$ cat config.mk
export PLATFORM = sky130hd
export DESIGN_NAME = adc_seq_ctrl
export DESIGN_NICKNAME = d
export VERILOG_FILES = /design/src/core/adc_seq_pkg.sv /design/src/core/adc_seq_ctrl.sv /design/src/core/adc_pin_sync.sv
export SDC_FILE = /design/constraint.sdc
export NUM_CORES = 1
export LEC_CHECK = 0
export ABC_AREA = 1
export BUFFER_PORTS_ARGS = -buffer_cell sky130_fd_sc_hd__buf_2
export CAP_MARGIN = 20
export CORE_MARGIN = 2
export CORE_UTILIZATION = 49
export CTS_CLUSTER_SIZE = 14
export DETAILED_ROUTE_END_ITERATION = 10
export GPL_TIMING_DRIVEN = 0
export MAX_ROUTING_LAYER = met4
export PLACE_DENSITY = 0.71
export SLEW_MARGIN = 20
export SYNTH_ARGS = -nofsm -noshare
export SYNTH_HDL_FRONTEND = slang
export SYNTH_SLANG_ARGS = --single-unit
$ cat constraint.sdc
create_clock -name REF_CLK -period 7.3 [get_ports REF_CLK]
set_clock_uncertainty 0.05 [all_clocks]
set_input_delay 2.19 -clock REF_CLK [delete_from_list [all_inputs] [get_ports REF_CLK]]
set_output_delay 2.19 -clock REF_CLK [all_outputs]
set_load 0.03 [all_outputs]
$ cat src/core/adc_seq_pkg.sv
/*
 * Constants for the converter sequencing control: register addresses,
 * field positions, reset values and timing counts.
 * Assumes a 250 MHz converter clock and a byte-wide register port.
 */
// Summary of operation
// - Half-done enable raises interrupt at halfway point.
// - Single mode interrupts after every conversion.
// - Continuous mode interrupts after whole run.
// - Upper channels sample four times field plus six.
// - Speed bit selects 1400ns or 4750ns conversion.
// - Either speed bit selects slow mode.
// - Delay count is nine bits, ninth elsewhere.
// - External trigger waits delay count before converting.
// - Delay applies only with external trigger enabled.
// - First disable register forces pin reads zero.
// - Second disable register bits seven..one likewise.
// - Result split high byte, low nibble, read-only.
// - Compare threshold split high byte, low nibble.
// - Comparator output follows polarity bit.
// - Busy converter ignores further external triggers.
// - Continuous run counts sample setting plus one.
// - Half-complete flag set by hardware, cleared writing zero.
package adc_seq_pkg;

    // Register addresses on the byte-wide register port.
    localparam logic [7:0] ADDR_MODE_CTL = 8'h86;
    localparam logic [7:0] ADDR_SAMPLE_COUNT = 8'h8D;
    localparam logic [7:0] ADDR_STATUS = 8'h8F;
    localparam logic [7:0] ADDR_DISABLE_B = 8'h99;
    localparam logic [7:0] ADDR_RESULT_LOW = 8'hC2;
    localparam logic [7:0] ADDR_RESULT_HIGH = 8'hC3;
    localparam logic [7:0] ADDR_COMPARE_LOW = 8'hCE;
    localparam logic [7:0] ADDR_COMPARE_HIGH = 8'hCF;
    localparam logic [7:0] ADDR_CTL_TWO = 8'hE2;
    localparam logic [7:0] ADDR_DELAY_LOW = 8'hE3;
    localparam logic [7:0] ADDR_DISABLE_A = 8'hF6;

    // Reset value shared by every register of the block.
    localparam logic [7:0] REG_RESET = 8'h00;

    // Field positions in the sampling mode control register.
    localparam int MODE_HALF_IRQ_BIT = 5;
    localparam int MODE_REPEAT_BIT = 4;
    localparam int MODE_ACQ_MSB = 3;
    localparam int MODE_ACQ_LSB = 1;
    localparam int MODE_SLOW_BIT = 0;

    // Field positions in converter control two.
    localparam int CTL2_BRAKE_BIT = 7;
    localparam int CTL2_POLARITY_BIT = 6;
    localparam int CTL2_CMP_EN_BIT = 5;
    localparam int CTL2_CMP_OUT_BIT = 4;
    localparam int CTL2_ACQ_MSB = 3;
    localparam int CTL2_ACQ_LSB = 1;
    localparam int CTL2_DELAY8_BIT = 0;

    // Field positions in the status register.
    localparam int STAT_CMP_HIT_BIT = 2;
    localparam int STAT_HALF_BIT = 1;
    localparam int STAT_FULL_BIT = 0;

    // First channel number that uses the upper acquisition field.
    localparam logic [3:0] UPPER_CHANNEL_FIRST = 4'h9;

    // Acquisition time is step times field plus base, in clock cycles.
    localparam logic [10:0] ACQ_BASE_CYCLES = 11'h006;

    // Clock period and conversion times in nanoseconds.
    localparam int CLK_PERIOD_NS = 4;
    localparam int FAST_CONV_NS = 1400;
    localparam int SLOW_CONV_NS = 4750;

    // Conversion times as least cycle counts, rounded up.
    localparam logic [10:0] FAST_CONV_CYCLES =
        11'((FAST_CONV_NS + CLK_PERIOD_NS - 1) / CLK_PERIOD_NS);
    localparam logic [10:0] SLOW_CONV_CYCLES =
        11'((SLOW_CONV_NS + CLK_PERIOD_NS - 1) / CLK_PERIOD_NS);

    // Sequencer states.
    typedef enum logic [1:0] {ST_IDLE, ST_DELAY, ST_ACQUIRE, ST_CONVERT} seq_state_e;

endpackage

$ cat src/core/adc_seq_ctrl.sv
/*
 * Sequencing control for the 12-bit converter: register port, trigger
 * delay, acquisition and conversion timing, single and continuous runs,
 * result and compare registers, and pin digital-input disabling.
 * Assumes the analog core presents CONV_RESULT on REF_CLK and holds it
 * valid in the last conversion cycle; the register port is on REF_CLK.
 */
`timescale 1ns/1ps
`default_nettype none
module adc_seq_ctrl
    import adc_seq_pkg::*;
(
    input wire logic REF_CLK,
    input wire logic RST,
    input wire logic [7:0] SFR_ADDR,
    input wire logic [7:0] SFR_WDATA,
    input wire logic SFR_WR,
    input wire logic SFR_RD,
    output logic [7:0] SFR_RDATA,
    input wire logic SW_START,
    input wire logic EXT_TRIG_EN,
    input wire logic EXT_TRIG,
    input wire logic AUX_SLOW,
    input wire logic [3:0] CHANNEL,
    input wire logic [11:0] CONV_RESULT,
    output logic SAMPLE_EN,
    output logic CONVERT_EN,
    output logic SLOW_MODE,
    output logic BUSY,
    output logic CONV_IRQ,
    output logic COMPARE_OUT,
    output logic FAULT_BRAKE_EN,
    input wire logic [7:0] PIN_DIN_A,
    input wire logic [7:0] PIN_DIN_B,
    output logic [7:0] PIN_READ_A,
    output logic [7:0] PIN_READ_B
);

    // Software-visible registers.
    logic [5:0] mode_ctl;            // Sampling mode control, bits 5:0.
    logic [7:0] ctl_two;             // Converter control two; bit 4 unused here.
    logic [7:0] delay_low;           // Low byte of the trigger delay count.
    logic [7:0] sample_count;        // Sample count setting.
    logic [7:0] disable_a;           // Digital disable for first pin group.
    logic [7:1] disable_b;           // Digital disable for second pin group.
    logic [11:0] compare_threshold;  // Compare threshold.
    logic [11:0] conversion_result;  // Last conversion result.
    logic compare_output;            // Comparator output after last result.
    logic half_complete_flag;        // Half of a continuous run done.
    logic full_complete_flag;        // Run or single conversion done.
    logic cmp_hit_flag;              // Comparator output rose.

    // Sequencer state.
    seq_state_e state;               // Current sequencer state.
    logic [10:0] timer;              // Down counter for the current phase.
    logic [8:0] done_count;          // Conversions finished in this run.

    // Synchronised pins.
    logic trig_sync;                 // External trigger after two flops.
    logic trig_prev;                 // Previous trigger level for edges.
    logic [7:0] din_a_sync;          // First pin group after two flops.
    logic [7:0] din_b_sync;          // Second pin group after two flops.

    // Combinational helpers.
    logic wr_hit;                    // A write this cycle.
    logic trig_edge;                 // Rising edge of the external trigger.
    logic ext_start;                 // Accepted external start request.
    logic [8:0] delay_count;         // Full nine-bit trigger delay.
    logic [2:0] acq_field;           // Acquisition field for the channel.
    logic [10:0] acq_cycles;         // Acquisition length in cycles.
    logic [10:0] conv_cycles;        // Conversion length in cycles.
    logic conv_end;                  // Last cycle of a conversion.
    logic [8:0] total_count;         // Conversions in a continuous run.
    logic [8:0] half_point;          // Conversions at the halfway point.
    logic run_last;                  // This conversion ends the run.
    logic half_hit;                  // This conversion reaches halfway.
    logic next_compare;              // Comparator value for new result.

    // Synchronise the trigger pin and the pin groups.
    adc_pin_sync #(.WIDTH(17)) pin_sync (
        .REF_CLK(REF_CLK),
        .RST(RST),
        .ASYNC_IN({EXT_TRIG, PIN_DIN_A, PIN_DIN_B}),
        .SYNC_OUT({trig_sync, din_a_sync, din_b_sync})
    );

    // Keep the last synchronised trigger level for edge detection.
    always_ff @(posedge REF_CLK or posedge RST) begin
        if (RST) begin
            trig_prev <= 1'b0;
        end else begin
            trig_prev <= trig_sync;
        end
    end

    // Derived values for the sequencer.
    always_comb begin
        wr_hit = SFR_WR;
        trig_edge = trig_sync & ~trig_prev;
        ext_start = trig_edge & EXT_TRIG_EN;
        delay_count = {ctl_two[CTL2_DELAY8_BIT], delay_low};
        // upper channels use their own field.
        if (CHANNEL >= UPPER_CHANNEL_FIRST) begin
            acq_field = mode_ctl[MODE_ACQ_MSB:MODE_ACQ_LSB];
        end else begin
            acq_field = ctl_two[CTL2_ACQ_MSB:CTL2_ACQ_LSB];
        end
        acq_cycles = {6'h00, acq_field, 2'b00} + ACQ_BASE_CYCLES;
        // either speed bit selects slow mode.
        SLOW_MODE = AUX_SLOW | mode_ctl[MODE_SLOW_BIT];
        // conversion length follows the speed mode.
        conv_cycles = SLOW_MODE ? SLOW_CONV_CYCLES : FAST_CONV_CYCLES;
        conv_end = (state == ST_CONVERT) && (timer == 11'h000);
        // run length is setting plus one.
        total_count = {1'b0, sample_count} + 9'h001;
        half_point = total_count >> 1;
        run_last = !mode_ctl[MODE_REPEAT_BIT] || (done_count + 9'h001 == total_count);
        half_hit = mode_ctl[MODE_REPEAT_BIT] && (half_point != 9'h000)
            && (done_count + 9'h001 == half_point);
        if (ctl_two[CTL2_POLARITY_BIT]) begin
            next_compare = CONV_RESULT < compare_threshold;
        end else begin
            next_compare = CONV_RESULT >= compare_threshold;
        end
        SAMPLE_EN = (state == ST_ACQUIRE);
        CONVERT_EN = (state == ST_CONVERT);
        BUSY = (state != ST_IDLE);
    end

    // Sequencer: delay, acquire, convert, and repeat in continuous runs.
    always_ff @(posedge REF_CLK or posedge RST) begin
        if (RST) begin
            state <= ST_IDLE;
            timer <= 11'h000;
        end else begin
            unique case (state)
                ST_IDLE: begin
                    if (SW_START) begin
                        // Software starts are never delayed.
                        state <= ST_ACQUIRE;
                        timer <= acq_cycles - 11'h001;
                    end else if (ext_start) begin
                        if (delay_count == 9'h000) begin
                            state <= ST_ACQUIRE;
                            timer <= acq_cycles - 11'h001;
                        end else begin
                            state <= ST_DELAY;
                            timer <= {2'b00, delay_count} - 11'h001;
                        end
                    end
                end
                // triggers are ignored in every busy state.
                ST_DELAY: begin
                    if (timer == 11'h000) begin
                        state <= ST_ACQUIRE;
                        timer <= acq_cycles - 11'h001;
                    end else begin
                        timer <= timer - 11'h001;
                    end
                end
                ST_ACQUIRE: begin
                    if (timer == 11'h000) begin
                        state <= ST_CONVERT;
                        timer <= conv_cycles - 11'h001;
                    end else begin
                        timer <= timer - 11'h001;
                    end
                end
                ST_CONVERT: begin
                    if (timer != 11'h000) begin
                        timer <= timer - 11'h001;
                    end else if (run_last) begin
                        state <= ST_IDLE;
                    end else begin
                        state <= ST_ACQUIRE;
                        timer <= acq_cycles - 11'h001;
                    end
                end
            endcase
        end
    end

    // Count conversions within a run; the idle state clears the count.
    always_ff @(posedge REF_CLK or posedge RST) begin
        if (RST) begin
            done_count <= 9'h000;
        end else if (state == ST_IDLE) begin
            done_count <= 9'h000;
        end else if (conv_end) begin
            done_count <= done_count + 9'h001;
        end
    end

    // result and comparator update together at conversion end.
    always_ff @(posedge REF_CLK or posedge RST) begin
        if (RST) begin
            conversion_result <= 12'h000;
            compare_output <= 1'b0;
        end else if (conv_end) begin
            conversion_result <= CONV_RESULT;
            compare_output <= next_compare;
        end
    end

    // Interrupt pulse toward the interrupt system.
    always_ff @(posedge REF_CLK or posedge RST) begin
        if (RST) begin
            CONV_IRQ <= 1'b0;
        end else begin
            // halfway interrupt gated by its enable; at run end.
            CONV_IRQ <= conv_end && (run_last || (half_hit && mode_ctl[MODE_HALF_IRQ_BIT]));
        end
    end

    // Status flags: hardware set wins over a software clear.
    always_ff @(posedge REF_CLK or posedge RST) begin
        if (RST) begin
            half_complete_flag <= 1'b0;
            full_complete_flag <= 1'b0;
            cmp_hit_flag <= 1'b0;
        end else begin
            if (wr_hit && SFR_ADDR == ADDR_STATUS) begin
                half_complete_flag <= half_complete_flag & SFR_WDATA[STAT_HALF_BIT];
                full_complete_flag <= full_complete_flag & SFR_WDATA[STAT_FULL_BIT];
                cmp_hit_flag <= cmp_hit_flag & SFR_WDATA[STAT_CMP_HIT_BIT];
            end
            if (conv_end && half_hit) begin
                half_complete_flag <= 1'b1;
            end
            if (conv_end && run_last) begin
                full_complete_flag <= 1'b1;
            end
            if (conv_end && next_compare && !compare_output) begin
                cmp_hit_flag <= 1'b1;
            end
        end
    end

    // Register writes; the result registers take no writes.
    always_ff @(posedge REF_CLK or posedge RST) begin
        if (RST) begin
            mode_ctl <= REG_RESET[5:0];
            ctl_two <= REG_RESET;
            delay_low <= REG_RESET;
            sample_count <= REG_RESET;
            disable_a <= REG_RESET;
            disable_b <= REG_RESET[7:1];
            compare_threshold <= 12'h000;
        end else if (wr_hit) begin
            unique case (SFR_ADDR)
                ADDR_MODE_CTL: mode_ctl <= SFR_WDATA[5:0];
                ADDR_CTL_TWO: ctl_two <= SFR_WDATA;
                ADDR_DELAY_LOW: delay_low <= SFR_WDATA;
                ADDR_SAMPLE_COUNT: sample_count <= SFR_WDATA;
                ADDR_DISABLE_A: disable_a <= SFR_WDATA;
                ADDR_DISABLE_B: disable_b <= SFR_WDATA[7:1];
                ADDR_COMPARE_HIGH: compare_threshold[11:4] <= SFR_WDATA;
                ADDR_COMPARE_LOW: compare_threshold[3:0] <= SFR_WDATA[3:0];
                default: begin
                end
            endcase
        end
    end

    // Read data is registered one cycle after a read strobe.
    always_ff @(posedge REF_CLK or posedge RST) begin
        if (RST) begin
            SFR_RDATA <= 8'h00;
        end else if (SFR_RD) begin
            unique case (SFR_ADDR)
                ADDR_MODE_CTL: SFR_RDATA <= {2'b00, mode_ctl};
                ADDR_CTL_TWO: SFR_RDATA <= {ctl_two[7:5], compare_output, ctl_two[3:0]};
                ADDR_DELAY_LOW: SFR_RDATA <= delay_low;
                ADDR_SAMPLE_COUNT: SFR_RDATA <= sample_count;
                ADDR_STATUS: SFR_RDATA <= {5'h00, cmp_hit_flag, half_complete_flag,
                    full_complete_flag};
                ADDR_DISABLE_A: SFR_RDATA <= disable_a;
                ADDR_DISABLE_B: SFR_RDATA <= {disable_b, 1'b0};
                // result split, reserved bits read zero.
                ADDR_RESULT_HIGH: SFR_RDATA <= conversion_result[11:4];
                ADDR_RESULT_LOW: SFR_RDATA <= {4'h0, conversion_result[3:0]};
                ADDR_COMPARE_HIGH: SFR_RDATA <= compare_threshold[11:4];
                ADDR_COMPARE_LOW: SFR_RDATA <= {4'h0, compare_threshold[3:0]};
                default: SFR_RDATA <= 8'h00;
            endcase
        end
    end

    // Gated digital reads of the analog pins.
    always_ff @(posedge REF_CLK or posedge RST) begin
        if (RST) begin
            PIN_READ_A <= 8'h00;
            PIN_READ_B <= 8'h00;
        end else begin
            PIN_READ_A <= din_a_sync & ~disable_a;
            PIN_READ_B <= din_b_sync & ~{disable_b, 1'b0};
        end
    end

    // Static outputs from registers.
    always_comb begin
        COMPARE_OUT = compare_output;
        FAULT_BRAKE_EN = ctl_two[CTL2_BRAKE_BIT];
    end

    chk_single_irq: assert property (@(posedge REF_CLK) disable iff (RST)
        conv_end && !mode_ctl[MODE_REPEAT_BIT] |=> CONV_IRQ && full_complete_flag)
        else $error("single conversion did not raise interrupt");

    chk_run_quiet: assert property (@(posedge REF_CLK) disable iff (RST)
        conv_end && !run_last && !(half_hit && mode_ctl[MODE_HALF_IRQ_BIT]) |=> !CONV_IRQ)
        else $error("interrupt raised mid run");

    chk_half_irq: assert property (@(posedge REF_CLK) disable iff (RST)
        conv_end && half_hit |=> half_complete_flag
        && (CONV_IRQ == $past(mode_ctl[MODE_HALF_IRQ_BIT])))
        else $error("halfway interrupt wrong");

    chk_run_length: assert property (@(posedge REF_CLK) disable iff (RST)
        conv_end && mode_ctl[MODE_REPEAT_BIT] && run_last |-> done_count == {1'b0, sample_count})
        else $error("continuous run length wrong");

    chk_acq_entry: assert property (@(posedge REF_CLK) disable iff (RST)
        state == ST_ACQUIRE && $past(state) != ST_ACQUIRE
        |-> timer == $past(acq_cycles) - 11'h001)
        else $error("acquisition length wrong");

    chk_conv_length: assert property (@(posedge REF_CLK) disable iff (RST)
        state == ST_CONVERT && $past(state) == ST_ACQUIRE
        |-> timer == ($past(SLOW_MODE) ? SLOW_CONV_CYCLES : FAST_CONV_CYCLES) - 11'h001)
        else $error("conversion length wrong");

    chk_trig_delay: assert property (@(posedge REF_CLK) disable iff (RST)
        state == ST_IDLE && !SW_START && ext_start && delay_count != 9'h000
        |=> state == ST_DELAY && timer == {2'b00, $past(delay_count)} - 11'h001)
        else $error("trigger delay not loaded");

    chk_busy_ignore: assert property (@(posedge REF_CLK) disable iff (RST)
        state == ST_ACQUIRE && timer != 11'h000
        |=> state == ST_ACQUIRE && timer == $past(timer) - 11'h001)
        else $error("busy sequencer disturbed");

    chk_result_pair: assert property (@(posedge REF_CLK) disable iff (RST)
        conv_end |=> conversion_result == $past(CONV_RESULT) ##1 $stable(conversion_result)
        || $past(conv_end))
        else $error("result not captured whole");

    chk_pin_gate: assert property (@(posedge REF_CLK) disable iff (RST)
        ##1 (PIN_READ_A & $past(disable_a)) == 8'h00)
        else $error("disabled pin read nonzero");

endmodule
`default_nettype wire

$ cat src/core/adc_pin_sync.sv
/*
 * Two-flip-flop synchroniser for a group of levels from outside the clock.
 * Assumes the inputs are slow levels; only the second stage is read out.
 */
`timescale 1ns/1ps
`default_nettype none
module adc_pin_sync #(
    parameter int WIDTH = 1
) (
    input wire logic REF_CLK,
    input wire logic RST,
    input wire logic [WIDTH-1:0] ASYNC_IN,
    output logic [WIDTH-1:0] SYNC_OUT
);

    // First stage, read only by the second stage.
    logic [WIDTH-1:0] meta_stage;

    // Both stages clear on reset and shift every edge.
    always_ff @(posedge REF_CLK or posedge RST) begin
        if (RST) begin
            meta_stage <= '0;
            SYNC_OUT <= '0;
        end else begin
            meta_stage <= ASYNC_IN;
            SYNC_OUT <= meta_stage;
        end
    end

endmodule
`default_nettype wire

==> results.py <==
metrics = {
    "status": {
        "outcome": "finished, final reports clean",
    },
    "worst_setup_path": {
        "crit_chain": "buf_2 -> nor2_1 -> inv_1 -> buf_2",
        "arrival_ns": 2.68,
        "worstPathRequired_ns": 5.06,
        "r2r_start": "delay_low[0]",
        "r2r-end": "timer[4]",
        "crit_path_frequent_cell": "buf_2",
        "rrSetupSlack_ns": 4.94,
        "end_kind": "output pin",
        "startpoint_type": "primary input",
        "crit_path_max_incr_delay_ns": 0.18,
        "ff2ff_path_depth": 13,
        "crit_path_max_fanout": 3,
        "cp_slowest_cell": "buf_2",
        "worstSetupPathType": "primary input to output pin",
    },
    "yosys": {
        "synth_flop_cell": "dfrtp_1",
        "syn-num-nets": 1011,
        "netlist_area_sq_mm": 0.007569,
        "synth_commonest_cells": "nand2_1, dfrtp_1, inv_1",
        "synth.most_common_cell": "nand2_1",
        "synth-async-reset-ratio_pct": 100.0,
        "postSynthAreaPerCell_sq_um": 8.069,
        "yosys.area.top_type": "dfrtp_1",
        "synth-edff-count": 0,
        "synthCells": 938,
        "ys_top_cells_by_area": "dfrtp_1, nand2_1, o21ai_0",
        "ys.warnings.count": 0,
        "ys_seq_area_share_pct": 50.92,
        "synth.distinct_cells": 41,
        "synth.top_cell.area_share_pct": 50.92,
        "synth_seq_cells": 154,
    },
    "route": {
        "drc": 0,
        "post_drt_wl_per_cell_um": 16.00,
        "vias": 6598,
        "ant_nets": 0,
        "drtIter0Drc": 690,
        "viasPerCell": 5.300,
        "wl_mm": 19.91,
        "first_pass_iters": 5,
    },
    "final_layout": {
        "final_nets": 1117,
        "area_growth_pct": 17.16,
        "fill_cells": 1370,
        "ff_latch_area_sq_mm": 0.003854,
        "multiInputGateArea_sq_mm": 0.003142,
        "post-route-cell-area_sq_mm": 0.008867,
        "diodes": 0,
        "drive_gt1_share_pct": 14.85,
    },
    "worst_hold_path": {
        "hp-class": "flip-flop to flip-flop",
        "min_from": "pin_sync.meta_stage[5]",
        "min_to": "pin_sync.SYNC_OUT[5]",
        "hold_depth": 0,
    },
    "place": {
        "dpl.hpwl_mm": 14.92,
        "port_buffers": 86,
        "gp_congestion": 0.9200,
        "dpl-instance-area_sq_mm": 0.008269,
    },
    "global_route": {
        "grt_max_degree": 83,
        "grt_pass1_vias": 5943,
        "antenna_found_initial": 0,
        "track_usage_pct": 26.01,
        "overflow": 0,
        "grt_pass1_wl_mm": 31.60,
    },
    "die": {
        "dieHeight_um": 128.3,
        "fp.dieW_um": 128.3,
        "core-area_sq_mm": 0.01515,
        "start_util_pct": 49.97,
        "dieArea_sq_mm": 0.01646,
        "fp-row-count": 45,
        "pin_count": 87,
    },
    "clock_network": {
        "cts_tree": "yes",
        "h-tree-depth": 4,
        "clockBufferDepth": 2,
        "path_clk_slew_ns": 0.07,
        "cts_sinks": 154,
        "postCtsSetupRepairBufs": 0,
        "cts_made_buffers": 17,
        "clock_latency_ns": 0.42,
        "root_buffer": "clkbuf_16",
        "cts-resized-gates": 0,
        "hold_buffers": 0,
    },
    "pwr": {
        "p_leak_uw": 0.004547,
        "vdd_ir_drop_max_mv": 0.1718,
        "p_per_area_mw_per_mm2": 272.8,
        "fin_total_pwr_uw": 2419,
    },
    "sta": {
        "slew_viol_final": 0,
        "tightest_slew_ns": 0.5881,
        "finalCriticalPeriod_ns": 4.923,
        "fin_crit_sh_pct": 67.43,
        "fmax_mhz": 203.1,
        "final.setup.tns_ns": 0,
        "slew_headroom_pct": 60.38,
        "rsz0062_at_grt": "no",
        "setup_viol_count_final": 0,
        "finalHoldViolations": 0,
    },
    "job": {
        "cap_violations": 0,
    },
}
[critical path, delay by kind of cell]
family	cells	cell delay (ns)
buffers and inverters	3	0.38
AND/OR/NAND/NOR	1	0.11
[cells in the final DEF (no fill, tap or decap), types with 7 or more instances in the layout]
cell       netlist  final
a21oi_1         14     14
buf_2            5     91
clkbuf_16        0     17
dfrtp_1        154    154
ha_1            17     17
inv_1          126    125
inv_8            0      7
nand2_1        262    262
nand2_2          8      8
nand3_1         56     56
nand4_1          8      8
nor2_1          85     85
o211ai_1         7      7
o21ai_0        100    100
o22ai_1         26     26
xor2_1          13     13
[worst max path at each step]
stage,end,cells after the start,startpoint,slack [ns]
after floorplan,COMPARE_OUT,1,RST,0.91
after CTS,SLOW_MODE,4,AUX_SLOW,2.38
after global routing,SLOW_MODE,4,AUX_SLOW,2.36
after detailed placement,SLOW_MODE,4,AUX_SLOW,2.38
final,SLOW_MODE,4,AUX_SLOW,2.38
after global placement,done_count[5],2,RST,-0.78
[state kept, by name, indices dropped and copies added (netlist names), 2 cells and up]
register	cells
ctl_two	7
delay_low	8
disable_a	8
disable_b	7
PIN_READ_B	8
compare_threshold	12
done_count	9
SFR_RDATA	8
PIN_READ_A	8
pin_sync.meta_stage	17
pin_sync.SYNC_OUT	17
sample_count	8
state	2
conversion_result	12
mode_ctl	6
timer	11
[final cells by class]
type | count | area share (%)
Sequential cell | 154 | 43.46
Multi-Input combinational cell | 638 | 35.43
Inverter | 132 | 5.672
Timing Repair Buffer | 87 | 5.164
Clock buffer | 17 | 4.798
Tap cell | 188 | 2.653
Clock inverter | 15 | 1.947
Buffer | 14 | 0.8748
[cell families after synthesis]
logic type | Yosys count | share of synthesized area (%)
AO/OA/AOI/OAI | 160 | 11.74
flip-flops | 154 | 50.92
adder cells (fa/ha/maj) | 17 | 2.810
buffers and inverters | 146 | 7.571
XOR/XNOR | 16 | 1.852
AND/OR/NAND/NOR | 445 | 25.11
[metal layers]
| layer | track usage [%] | vias up | wire length, um |
|---|---|---|---|
| met1 | 37.97 | 3055 | 9369 |
| met4 | 9.438 | 0 | 470 |
| li1 | - | 3224 | - |
| met2 | 36.64 | 280 | 8538 |
| met5 | - | - | 0 |
| met3 | 4.382 | 39 | 1536 |
[where the power goes]
| group | total, uW | switching (uW) | internal [uW] |
|---|---|---|---|
| logic | 515 | 344 | 172 |
| registers | 1010 | 69.9 | 945 |
| clock network | 888 | 398 | 491 |
| total | 2420 | 811 | 1610 |
[per-stage QoR]
step,setup WS (ns),instances,utilization (%),hold slack (ns)
2_1_floorplan,0.9102,938,-,0.2812
3_3_place_gp,-0.7769,1212,54.37,0.2817
3_5_place_dp,2.382,1213,54.60,0.2847
4_1_cts,2.382,1245,58.55,0.2999
5_1_grt,2.357,1245,58.55,0.3079
6_report,2.377,1245,58.55,0.2961
No activity file was read; power rests on OpenSTA's default activity.
